File: src/core/emr_pkg.sv
package emr_pkg;

   // ----------------------------------------------------------------
   // register map (configuration space byte offsets)
   // ----------------------------------------------------------------
   localparam logic [7:0]  SYSTEM_ERROR_ENABLE_OFS = 8'hCA;
   localparam logic [7:0]  MGMT_INTR_ENABLE_OFS    = 8'hCC;
   localparam logic [7:0]  CTRL_INTR_ENABLE_OFS    = 8'hCE;
   localparam logic [7:0]  SCRATCHPAD_OFS          = 8'hDE;
   localparam logic [7:0]  ERROR_FLAG_OFS          = 8'hC8;
   localparam logic [7:0]  FUNCTION_COMMAND_OFS    = 8'h04;

   // ----------------------------------------------------------------
   // field layouts and reset values
   // ----------------------------------------------------------------
   localparam logic [15:0] REG_RESET               = 16'h0000;
   localparam logic [15:0] SERR_WRITABLE_MASK      = 16'h027F;
   localparam logic [15:0] ECC_WRITABLE_MASK       = 16'h0003;
   localparam logic [15:0] FLAG_IMPLEMENTED_MASK   = 16'h027F;
   localparam int          SERR_GLOBAL_BIT         = 8;
   localparam int          NONMEMORY_LOCK_BIT      = 9;
   localparam int          TARGET_ABORT_BIT        = 6;
   localparam int          UNKNOWN_SPECIAL_BIT     = 5;
   localparam int          OUTSIDE_APERTURE_BIT    = 4;
   localparam int          INVALID_GRAPHICS_BIT    = 3;
   localparam int          BAD_TRANSLATION_BIT     = 2;
   localparam int          MULTIBIT_BIT            = 1;
   localparam int          SINGLEBIT_BIT           = 0;

   // ----------------------------------------------------------------
   // hub interface message kinds
   // ----------------------------------------------------------------
   typedef enum logic [1:0] {
      EMR_MSG_SERR = 2'h0,
      EMR_MSG_SMI  = 2'h1,
      EMR_MSG_SCI  = 2'h2
   } emr_msg_kind_t;

   // configuration access request
   typedef struct packed {
      logic        rd;
      logic        wr;
      logic [7:0]  addr;
      logic [1:0]  be;
      logic [15:0] wdata;
   } emr_cfg_req_t;

   // message toward the hub interface
   typedef struct packed {
      emr_msg_kind_t kind;
      logic [15:0]   cause;
   } emr_msg_t;

endpackage

File: src/core/emr_flag_reg.sv
// sticky error flags: hardware sets, software clears by writing one
module emr_flag_reg
(
   // clock and reset
   input  wire logic        i_mclk,
   input  wire logic        i_reset,
   // detector events and software clear
   input  wire logic [15:0] i_set,
   input  wire logic [15:0] i_clear,
   // flag state
   output logic [15:0]      o_flags,
   output logic [15:0]      o_rise
);

   logic [15:0] flag_reg;
   logic [15:0] flag_next;

   // set wins over a same-cycle clear
   assign flag_next = ((flag_reg & ~i_clear) | i_set) & emr_pkg::FLAG_IMPLEMENTED_MASK;
   assign o_rise    = flag_next & ~flag_reg;
   assign o_flags   = flag_reg;

   // flag storage
   always_ff @(posedge i_mclk)
   begin
      if (i_reset)
         flag_reg <= emr_pkg::REG_RESET;
      else
         flag_reg <= flag_next;
   end

   // ----------------------------------------------------------------
   // assertions
   // ----------------------------------------------------------------
   sticky_hold_a: assert property (@(posedge i_mclk) disable iff (i_reset)
      (i_set == 16'h0000 && i_clear == 16'h0000) |=> (flag_reg == $past(flag_reg)))
      else $error("flag changed without set or clear");

   set_wins_a: assert property (@(posedge i_mclk) disable iff (i_reset)
      (i_set[emr_pkg::MULTIBIT_BIT] && i_clear[emr_pkg::MULTIBIT_BIT])
      |=> flag_reg[emr_pkg::MULTIBIT_BIT])
      else $error("clear beat a same-cycle set");

endmodule

File: src/core/emr_top.sv
module emr_top
(
   // clock and reset
   input  wire logic                 i_mclk,
   input  wire logic                 i_reset,
   // configuration space access
   input  wire emr_pkg::emr_cfg_req_t i_cfg,
   output logic [15:0]               o_cfg_rdata,
   output logic                      o_cfg_hit,
   // error detector events, one-cycle pulses
   input  wire logic                 i_nonmemory_lock,
   input  wire logic                 i_target_abort,
   input  wire logic                 i_unknown_special,
   input  wire logic                 i_outside_aperture,
   input  wire logic                 i_invalid_graphics,
   input  wire logic                 i_bad_translation,
   input  wire logic                 i_multibit_error,
   input  wire logic                 i_singlebit_error,
   // hub interface message port
   output logic                      o_msg_valid,
   output emr_pkg::emr_msg_t         o_msg,
   input  wire logic                 i_msg_ready
);

   // ----------------------------------------------------------------
   // register storage
   // ----------------------------------------------------------------
   logic [15:0] serr_en_reg;
   logic [15:0] serr_en_next;
   logic [15:0] smi_en_reg;
   logic [15:0] smi_en_next;
   logic [15:0] sci_en_reg;
   logic [15:0] sci_en_next;
   logic [15:0] scratch_reg;
   logic [15:0] scratch_next;
   logic [15:0] fcmd_reg;
   logic [15:0] fcmd_next;
   logic [15:0] flags;
   logic [15:0] rise;
   logic [15:0] flag_set;
   logic [15:0] flag_clear;

   // byte-lane merge of a write into a register, keeping only writable bits
   function automatic logic [15:0] merge_write(input logic [15:0] old_v,
                                               input logic [15:0] new_v,
                                               input logic [1:0]  be,
                                               input logic [15:0] wmask);
      logic [15:0] lanes;
      lanes = {{8{be[1]}}, {8{be[0]}}} & wmask;
      return (old_v & ~lanes) | (new_v & lanes);
   endfunction

   // ----------------------------------------------------------------
   // address decode
   // ----------------------------------------------------------------
   wire hit_serr  = i_cfg.addr == emr_pkg::SYSTEM_ERROR_ENABLE_OFS;
   wire hit_smi   = i_cfg.addr == emr_pkg::MGMT_INTR_ENABLE_OFS;
   wire hit_sci   = i_cfg.addr == emr_pkg::CTRL_INTR_ENABLE_OFS;
   wire hit_scr   = i_cfg.addr == emr_pkg::SCRATCHPAD_OFS;
   wire hit_flag  = i_cfg.addr == emr_pkg::ERROR_FLAG_OFS;
   wire hit_fcmd  = i_cfg.addr == emr_pkg::FUNCTION_COMMAND_OFS;
   wire any_hit   = hit_serr | hit_smi | hit_sci | hit_scr | hit_flag | hit_fcmd;

   assign o_cfg_hit = any_hit & (i_cfg.rd | i_cfg.wr);

   // next values of the writable registers
   assign serr_en_next = (i_cfg.wr && hit_serr) ?
      merge_write(serr_en_reg, i_cfg.wdata, i_cfg.be, emr_pkg::SERR_WRITABLE_MASK) :
      serr_en_reg;
   assign smi_en_next = (i_cfg.wr && hit_smi) ?
      merge_write(smi_en_reg, i_cfg.wdata, i_cfg.be, emr_pkg::ECC_WRITABLE_MASK) :
      smi_en_reg;
   assign sci_en_next = (i_cfg.wr && hit_sci) ?
      merge_write(sci_en_reg, i_cfg.wdata, i_cfg.be, emr_pkg::ECC_WRITABLE_MASK) :
      sci_en_reg;
   assign scratch_next = (i_cfg.wr && hit_scr) ?
      merge_write(scratch_reg, i_cfg.wdata, i_cfg.be, 16'hFFFF) :
      scratch_reg;
   assign fcmd_next = (i_cfg.wr && hit_fcmd) ?
      merge_write(fcmd_reg, i_cfg.wdata, i_cfg.be, 16'h0001 << emr_pkg::SERR_GLOBAL_BIT) :
      fcmd_reg;

   // write-one-to-clear on the flag register
   assign flag_clear = (i_cfg.wr && hit_flag) ?
      merge_write(16'h0000, i_cfg.wdata, i_cfg.be, 16'hFFFF) : 16'h0000;

   // register updates
   always_ff @(posedge i_mclk)
   begin
      if (i_reset)
      begin
         serr_en_reg <= emr_pkg::REG_RESET;
         smi_en_reg  <= emr_pkg::REG_RESET;
         sci_en_reg  <= emr_pkg::REG_RESET;
         scratch_reg <= emr_pkg::REG_RESET;
         fcmd_reg    <= emr_pkg::REG_RESET;
      end
      else
      begin
         serr_en_reg <= serr_en_next;
         smi_en_reg  <= smi_en_next;
         sci_en_reg  <= sci_en_next;
         scratch_reg <= scratch_next;
         fcmd_reg    <= fcmd_next;
      end
   end

   // ----------------------------------------------------------------
   // read data
   // ----------------------------------------------------------------
   logic [15:0] rdata_reg;
   wire  [15:0] rdata_mux =
      hit_serr ? serr_en_reg :
      hit_smi  ? smi_en_reg  :
      hit_sci  ? sci_en_reg  :
      hit_scr  ? scratch_reg :
      hit_flag ? flags       :
      hit_fcmd ? fcmd_reg    : 16'h0000;

   // read data is registered, answered one cycle after the request
   always_ff @(posedge i_mclk)
   begin
      if (i_reset)
         rdata_reg <= emr_pkg::REG_RESET;
      else if (i_cfg.rd)
         rdata_reg <= rdata_mux;
   end
   assign o_cfg_rdata = rdata_reg;

   // ----------------------------------------------------------------
   // sticky error flags
   // ----------------------------------------------------------------
   always_comb
   begin
      flag_set = 16'h0000;
      flag_set[emr_pkg::NONMEMORY_LOCK_BIT]   = i_nonmemory_lock;
      flag_set[emr_pkg::TARGET_ABORT_BIT]     = i_target_abort;
      flag_set[emr_pkg::UNKNOWN_SPECIAL_BIT]  = i_unknown_special;
      flag_set[emr_pkg::OUTSIDE_APERTURE_BIT] = i_outside_aperture;
      flag_set[emr_pkg::INVALID_GRAPHICS_BIT] = i_invalid_graphics;
      flag_set[emr_pkg::BAD_TRANSLATION_BIT]  = i_bad_translation;
      flag_set[emr_pkg::MULTIBIT_BIT]         = i_multibit_error;
      flag_set[emr_pkg::SINGLEBIT_BIT]        = i_singlebit_error;
   end

   emr_flag_reg u_flags
   (
      .i_mclk  (i_mclk),
      .i_reset (i_reset),
      .i_set   (flag_set),
      .i_clear (flag_clear),
      .o_flags (flags),
      .o_rise  (rise)
   );

   // ----------------------------------------------------------------
   // message routing: pending bits per kind, one message per rise
   // ----------------------------------------------------------------
   logic [15:0] serr_pend_reg;
   logic [15:0] serr_pend_next;
   logic [15:0] smi_pend_reg;
   logic [15:0] smi_pend_next;
   logic [15:0] sci_pend_reg;
   logic [15:0] sci_pend_next;

   // bits 9 and 6..0 cover lock, abort, special, aperture, graphics, translation and memory
   wire        serr_global = fcmd_reg[emr_pkg::SERR_GLOBAL_BIT];
   wire [15:0] serr_new = rise & serr_en_reg & {16{serr_global}};
   wire [15:0] smi_new  = rise & smi_en_reg;
   wire [15:0] sci_new  = rise & sci_en_reg;

   // message sender state
   typedef enum logic [1:0] {EMR_IDLE, EMR_SEND} emr_state_t;
   emr_state_t       state_reg;
   emr_state_t       state_next;
   emr_pkg::emr_msg_t msg_reg;
   emr_pkg::emr_msg_t msg_next;

   wire pick_serr = serr_pend_reg != 16'h0000;
   wire pick_smi  = !pick_serr && smi_pend_reg != 16'h0000;
   wire pick_sci  = !pick_serr && !pick_smi && sci_pend_reg != 16'h0000;
   wire take      = state_reg == EMR_IDLE && (pick_serr | pick_smi | pick_sci);
   wire done      = state_reg == EMR_SEND && i_msg_ready;

   // lowest set pending bit of the chosen kind
   function automatic logic [15:0] lowest(input logic [15:0] v);
      return v & (~v + 16'h0001);
   endfunction

   wire [15:0] serr_pick = lowest(serr_pend_reg);
   wire [15:0] smi_pick  = lowest(smi_pend_reg);
   wire [15:0] sci_pick  = lowest(sci_pend_reg);

   // pending bits: new rises join, the taken one leaves
   assign serr_pend_next = (serr_pend_reg & ~((take && pick_serr) ? serr_pick : 16'h0000))
                           | serr_new;
   assign smi_pend_next  = (smi_pend_reg & ~((take && pick_smi) ? smi_pick : 16'h0000))
                           | smi_new;
   assign sci_pend_next  = (sci_pend_reg & ~((take && pick_sci) ? sci_pick : 16'h0000))
                           | sci_new;

   // sender next state and message latch
   always_comb
   begin
      state_next = state_reg;
      msg_next   = msg_reg;
      case (state_reg)
         EMR_IDLE:
         begin
            if (take)
            begin
               state_next = EMR_SEND;
               if (pick_serr)
                  msg_next = '{kind: emr_pkg::EMR_MSG_SERR, cause: serr_pick};
               else if (pick_smi)
                  msg_next = '{kind: emr_pkg::EMR_MSG_SMI, cause: smi_pick};
               else
                  msg_next = '{kind: emr_pkg::EMR_MSG_SCI, cause: sci_pick};
            end
         end
         EMR_SEND:
         begin
            if (done)
               state_next = EMR_IDLE;
         end
         default:
            state_next = EMR_IDLE;
      endcase
   end

   // sender registers
   always_ff @(posedge i_mclk)
   begin
      if (i_reset)
      begin
         state_reg     <= EMR_IDLE;
         msg_reg       <= '{kind: emr_pkg::EMR_MSG_SERR, cause: emr_pkg::REG_RESET};
         serr_pend_reg <= emr_pkg::REG_RESET;
         smi_pend_reg  <= emr_pkg::REG_RESET;
         sci_pend_reg  <= emr_pkg::REG_RESET;
      end
      else
      begin
         state_reg     <= state_next;
         msg_reg       <= msg_next;
         serr_pend_reg <= serr_pend_next;
         smi_pend_reg  <= smi_pend_next;
         sci_pend_reg  <= sci_pend_next;
      end
   end

   assign o_msg_valid = state_reg == EMR_SEND;
   assign o_msg       = msg_reg;

   // ----------------------------------------------------------------
   // assertions
   // ----------------------------------------------------------------
   serr_queued_a: assert property (@(posedge i_mclk) disable iff (i_reset)
      (rise[emr_pkg::MULTIBIT_BIT] && serr_en_reg[emr_pkg::MULTIBIT_BIT] && serr_global)
      |=> serr_pend_reg[emr_pkg::MULTIBIT_BIT])
      else $error("enabled multibit error not queued as system error");

   serr_global_a: assert property (@(posedge i_mclk) disable iff (i_reset)
      (!serr_global && serr_pend_reg == 16'h0000) |=> (serr_pend_reg == 16'h0000))
      else $error("system error queued while globally disabled");

   lock_queued_a: assert property (@(posedge i_mclk) disable iff (i_reset)
      (i_nonmemory_lock && !flags[emr_pkg::NONMEMORY_LOCK_BIT]
       && serr_en_reg[emr_pkg::NONMEMORY_LOCK_BIT] && serr_global)
      |=> serr_pend_reg[emr_pkg::NONMEMORY_LOCK_BIT])
      else $error("non-memory lock not queued");

   special_off_a: assert property (@(posedge i_mclk) disable iff (i_reset)
      (!serr_en_reg[emr_pkg::UNKNOWN_SPECIAL_BIT] && !serr_pend_reg[emr_pkg::UNKNOWN_SPECIAL_BIT])
      |=> !serr_pend_reg[emr_pkg::UNKNOWN_SPECIAL_BIT])
      else $error("special cycle message while disabled");

   smi_queued_a: assert property (@(posedge i_mclk) disable iff (i_reset)
      (rise[emr_pkg::SINGLEBIT_BIT] && smi_en_reg[emr_pkg::SINGLEBIT_BIT])
      |=> smi_pend_reg[emr_pkg::SINGLEBIT_BIT])
      else $error("single-bit error not queued as management message");

   sci_queued_a: assert property (@(posedge i_mclk) disable iff (i_reset)
      (rise[emr_pkg::MULTIBIT_BIT] && sci_en_reg[emr_pkg::MULTIBIT_BIT])
      |=> sci_pend_reg[emr_pkg::MULTIBIT_BIT])
      else $error("multibit error not queued as control message");

   msg_hold_a: assert property (@(posedge i_mclk) disable iff (i_reset)
      (o_msg_valid && !i_msg_ready) |=> (o_msg_valid && $stable(o_msg)))
      else $error("message dropped or changed before accepted");

   reserved_zero_a: assert property (@(posedge i_mclk) disable iff (i_reset)
      (smi_en_reg[15:2] == 14'h0000) && (sci_en_reg[15:2] == 14'h0000)
      && ((serr_en_reg & ~emr_pkg::SERR_WRITABLE_MASK) == 16'h0000))
      else $error("reserved enable bit set");

   scratch_write_a: assert property (@(posedge i_mclk) disable iff (i_reset)
      (i_cfg.wr && hit_scr && i_cfg.be == 2'h3) |=> (scratch_reg == $past(i_cfg.wdata)))
      else $error("scratchpad did not store write");

endmodule

File: config.mk
export PLATFORM = sky130hd
export DESIGN_NAME = emr_top
export DESIGN_NICKNAME = d
export VERILOG_FILES = /design/src/core/emr_pkg.sv /design/src/core/emr_flag_reg.sv /design/src/core/emr_top.sv
export SDC_FILE = /design/constraint.sdc
export NUM_CORES = 1
export LEC_CHECK = 0
export BUFFER_PORTS_ARGS = -buffer_cell sky130_fd_sc_hd__buf_2
export CAP_MARGIN = 20
export CELL_PAD_IN_SITES_DETAIL_PLACEMENT = 1
export CELL_PAD_IN_SITES_GLOBAL_PLACEMENT = 1
export CORE_ASPECT_RATIO = 0.6
export CORE_MARGIN = 5
export CORE_UTILIZATION = 40
export CTS_CLUSTER_DIAMETER = 200
export DETAILED_ROUTE_END_ITERATION = 16
export GPL_TIMING_DRIVEN = 0
export MAX_ROUTING_LAYER = met4
export PLACE_DENSITY_LB_ADDON = 0.25
export SYNTH_ARGS = -nofsm -noshare
export SYNTH_HDL_FRONTEND = slang
export SYNTH_SLANG_ARGS = --single-unit
File: constraint.sdc
create_clock -name i_mclk -period 4.5 [get_ports i_mclk]
set_input_delay 0.9 -clock i_mclk [delete_from_list [all_inputs] [get_ports i_mclk]]
set_output_delay 0.9 -clock i_mclk [all_outputs]
set_load 0.01 [all_outputs]
==> results.md <==
- Status: finished clean
- First-pass GRT wire length: 28.7 mm
- N_diodes: 0
- Post-synth top cells: dfxtp_1, nor2_1, a21oi_1, nand2_1, mux2i_1
- Initial antenna violation count: 0
- Final worst setup slack: 696 ps
- Area contributors post-synth: dfxtp_1, mux2i_1, nor2_1
- DRC Markers: 0
- Critical Path End Type: primary output
- Post-synthesis mux area share: 5.29%
- Setup total negative slack: 0 ps
- Synth unique cells: 53
- Root buffer cell: clkbuf_16
- Main combinational cell family by area after synthesis: simple AND/OR/NAND/NOR gates
- Net count, final: 688
- CTS tree: yes
- Total number of vias: 5020
- Syn_area_per_cell: 9.16 um^2
- Max-slew violation count: 0
- Min-delay worst type: register to register
- Vias in the first global route: 5131
- ANT nets after route: 0
- Fin crit share: 84.5%
- Max_slew headroom: 26.9%
- Hold bufs inserted after CTS: 0
- Post-Synthesis Cell Area: 5110 um^2
- Wire per inst: 21.7 um
- EDFF count, synth: 0
- Die Wd: 156 um
- Sw Pwr: 574 uW
- Post-placement setup slack: 757 ps
- Startpoint Class: input pin
- Sequential power share: 43.1%
- Initial DRC count: 413
- Placed wire-length estimate: 13.3 mm
- Final wirelength: 18.1 mm
- Final GP Congestion: 0.884
- Post-layout minimum cycle time: 3800 ps
- Pwr/cell area: 399 nW/um^2
- H-tree depth: 4
- Synth Area in Adders: 0%
- Post-synthesis async set-or-reset flop share: 0%
- Primary FF master, synth: dfxtp_1
- Req. time, crit path: 3600 ps
- Sequential share of the synthesized area: 47.0%
- Yosys warnings: 0
- Dominant cell type by area after synthesis: dfxtp_1
- VDD IR max: 0.237 mV
- Clock slew at reported path FFs: 60 ps
- Combinational Power Share: 3.7%
- Kind of critical path: input pin to primary output
- GRT Util Overall: 24.7%
- TritonCTS Sinks: 120
- # resized after CTS: 0
- Final setup vio count: 0
- Global route overflow: 0
- Total power: 2.50 mW
- Port buffer count: 72
- Clock Skew: 9.12 ps
- Initial core utilization: 40.3%
- Top-area cell type share of the netlist area: 47.0%
- Pleak: 2.67 nW
- Largest net degree at the start of global routing: 17
- Die area: 15200 um^2
- Critical path arrival: 2900 ps
- Yosys reg bits: 120
- Die H: 97.6 um
- Internal: 1.93 mW
- CTS Buf Count: 17
- Syn nets: 597
- CP max FO: 10
- Compound-gate portion of the synthesized area: 18.9%
- Post-CTS setup buffers: 0
- Sw Share: 23.0%
- Fin. Hold Viols: 0
- Area growth syn-to-layout: 22.4%
- IO Pins: 75
- Cells after Synth: 558
- Maximum Capacitance Violations: 0
- Fraction of layout cells with a size suffix above 1: 18.1%
- Clock Latency Late Sink: 420 ps
- Standard-cell rows: 32
- Simple-Gate Fraction of Synth Area: 25.6%
- DRT Pass-1 Iters: 5
- Xor/xnor share of the synthesized area: 0%
- Deepest clock path buffer count: 2
- Slew @ Worst Pin: 1090 ps
- Most frequent cell after synthesis: dfxtp_1
- Upper clock frequency limit: 0.263 GHz
- Vias per cell: 6.03
- Clock Power Share: 53.2%
- RSZ-0062 raised after global routing: false
- Core area: 12700 um^2
[cell families (layout without fill, tap and decap cells)]
family,after synthesis,count (layout)
buffers and inverters,39,143
flip-flops,120,120
multiplexers,27,27
AO/OA/AOI/OAI,136,136
AND/OR/NAND/NOR,236,236
[layout by cell type (no fill, tap or decap), drive strengths merged, types with 2 or more instances in the layout]
cell,n
nor3,20
nand3,26
o311a,11
a22o,4
nor2,67
dfxtp,120
nand2,32
o2bb2ai,6
a32o,4
nand2b,12
nor3b,12
nand4,4
a21oi,42
or3,7
nand3b,3
inv,6
nor2b,4
a211oi,12
clkinvlp,4
and2,3
o211a,5
and3,10
mux2i,27
or4,10
nand4b,7
bufinv,2
a222oi,6
clkbuf,45
nor4b,6
nor4,10
a211o,4
a22oi,4
o41ai,4
a32oi,3
a31oi,6
buf,80
clkinv,6
o21ai,16
o221ai,3
[area by class of cell]
| cell class | instances | area (um^2) |
|---|---|---|
| fill | 1464 | 6430 |
| multi-input combinational | 399 | 2540 |
| sequential | 120 | 2400 |
| clock buffer | 20 | 447 |
| timing repair buffer | 72 | 360 |
| tap | 170 | 213 |
| buffer | 33 | 144 |
| clock inverter | 12 | 128 |
| inverter | 6 | 22.5 |
[critical path: stages]
cell and delay [ps]:
buf_2 140, nand2b_1 280, nor3_2 700, clkbuf_1 470
nor3_1 90, a21oi_1 170, buf_2 150
[per-layer routing]
metal / GRT usage, % / vias to the layer above / wire length (um)
li1: - / 2289 / -
met1: 35.9 / 2547 / 8930
met2: 33.7 / 169 / 7680
met3: 6.32 / 15 / 1310
met4: 6.12 / 0 / 153
met5: - / - / 0
[metrics by stage]
stage               cells  hold WS, ps  util [%]  instance area [um^2]
global route          832          469      49.3                  6260
CTS                   832          457      49.3                  6260
floorplan             558          420         -                  5110
global placement      800          436      44.8                  5690
finish                832          458      49.3                  6260
detailed placement    800          445      44.8                  5690
[final timing paths]
kind	end	slack, ps	cells past startpoint	from
hold reg to reg	sci_pend_reg[9]$_SDFF_PP0_	460	2	sci_pend_reg[9]$_SDFF_PP0_
setup / recovery	o_cfg_hit	700	7	i_cfg[18]
hold / removal	sci_pend_reg[9]$_SDFF_PP0_	460	2	sci_pend_reg[9]$_SDFF_PP0_
setup reg to reg	o_msg[15]$_SDFFE_PP0P_	1670	6	smi_pend_reg[12]$_SDFF_PP0_
[power groups by stage]
stage          logic (mW)  registers, mW  clock network, mW
2_1_floorplan      0.0397           1.10                  0
3_3_place_gp       0.0884           1.10                  0
3_5_place_dp       0.0912           1.10                  0
4_1_cts            0.0918           1.08               1.34
5_1_grt             0.101           1.08               1.38
6_report           0.0935           1.08               1.33
No activity file was read; power rests on OpenSTA's default activity.
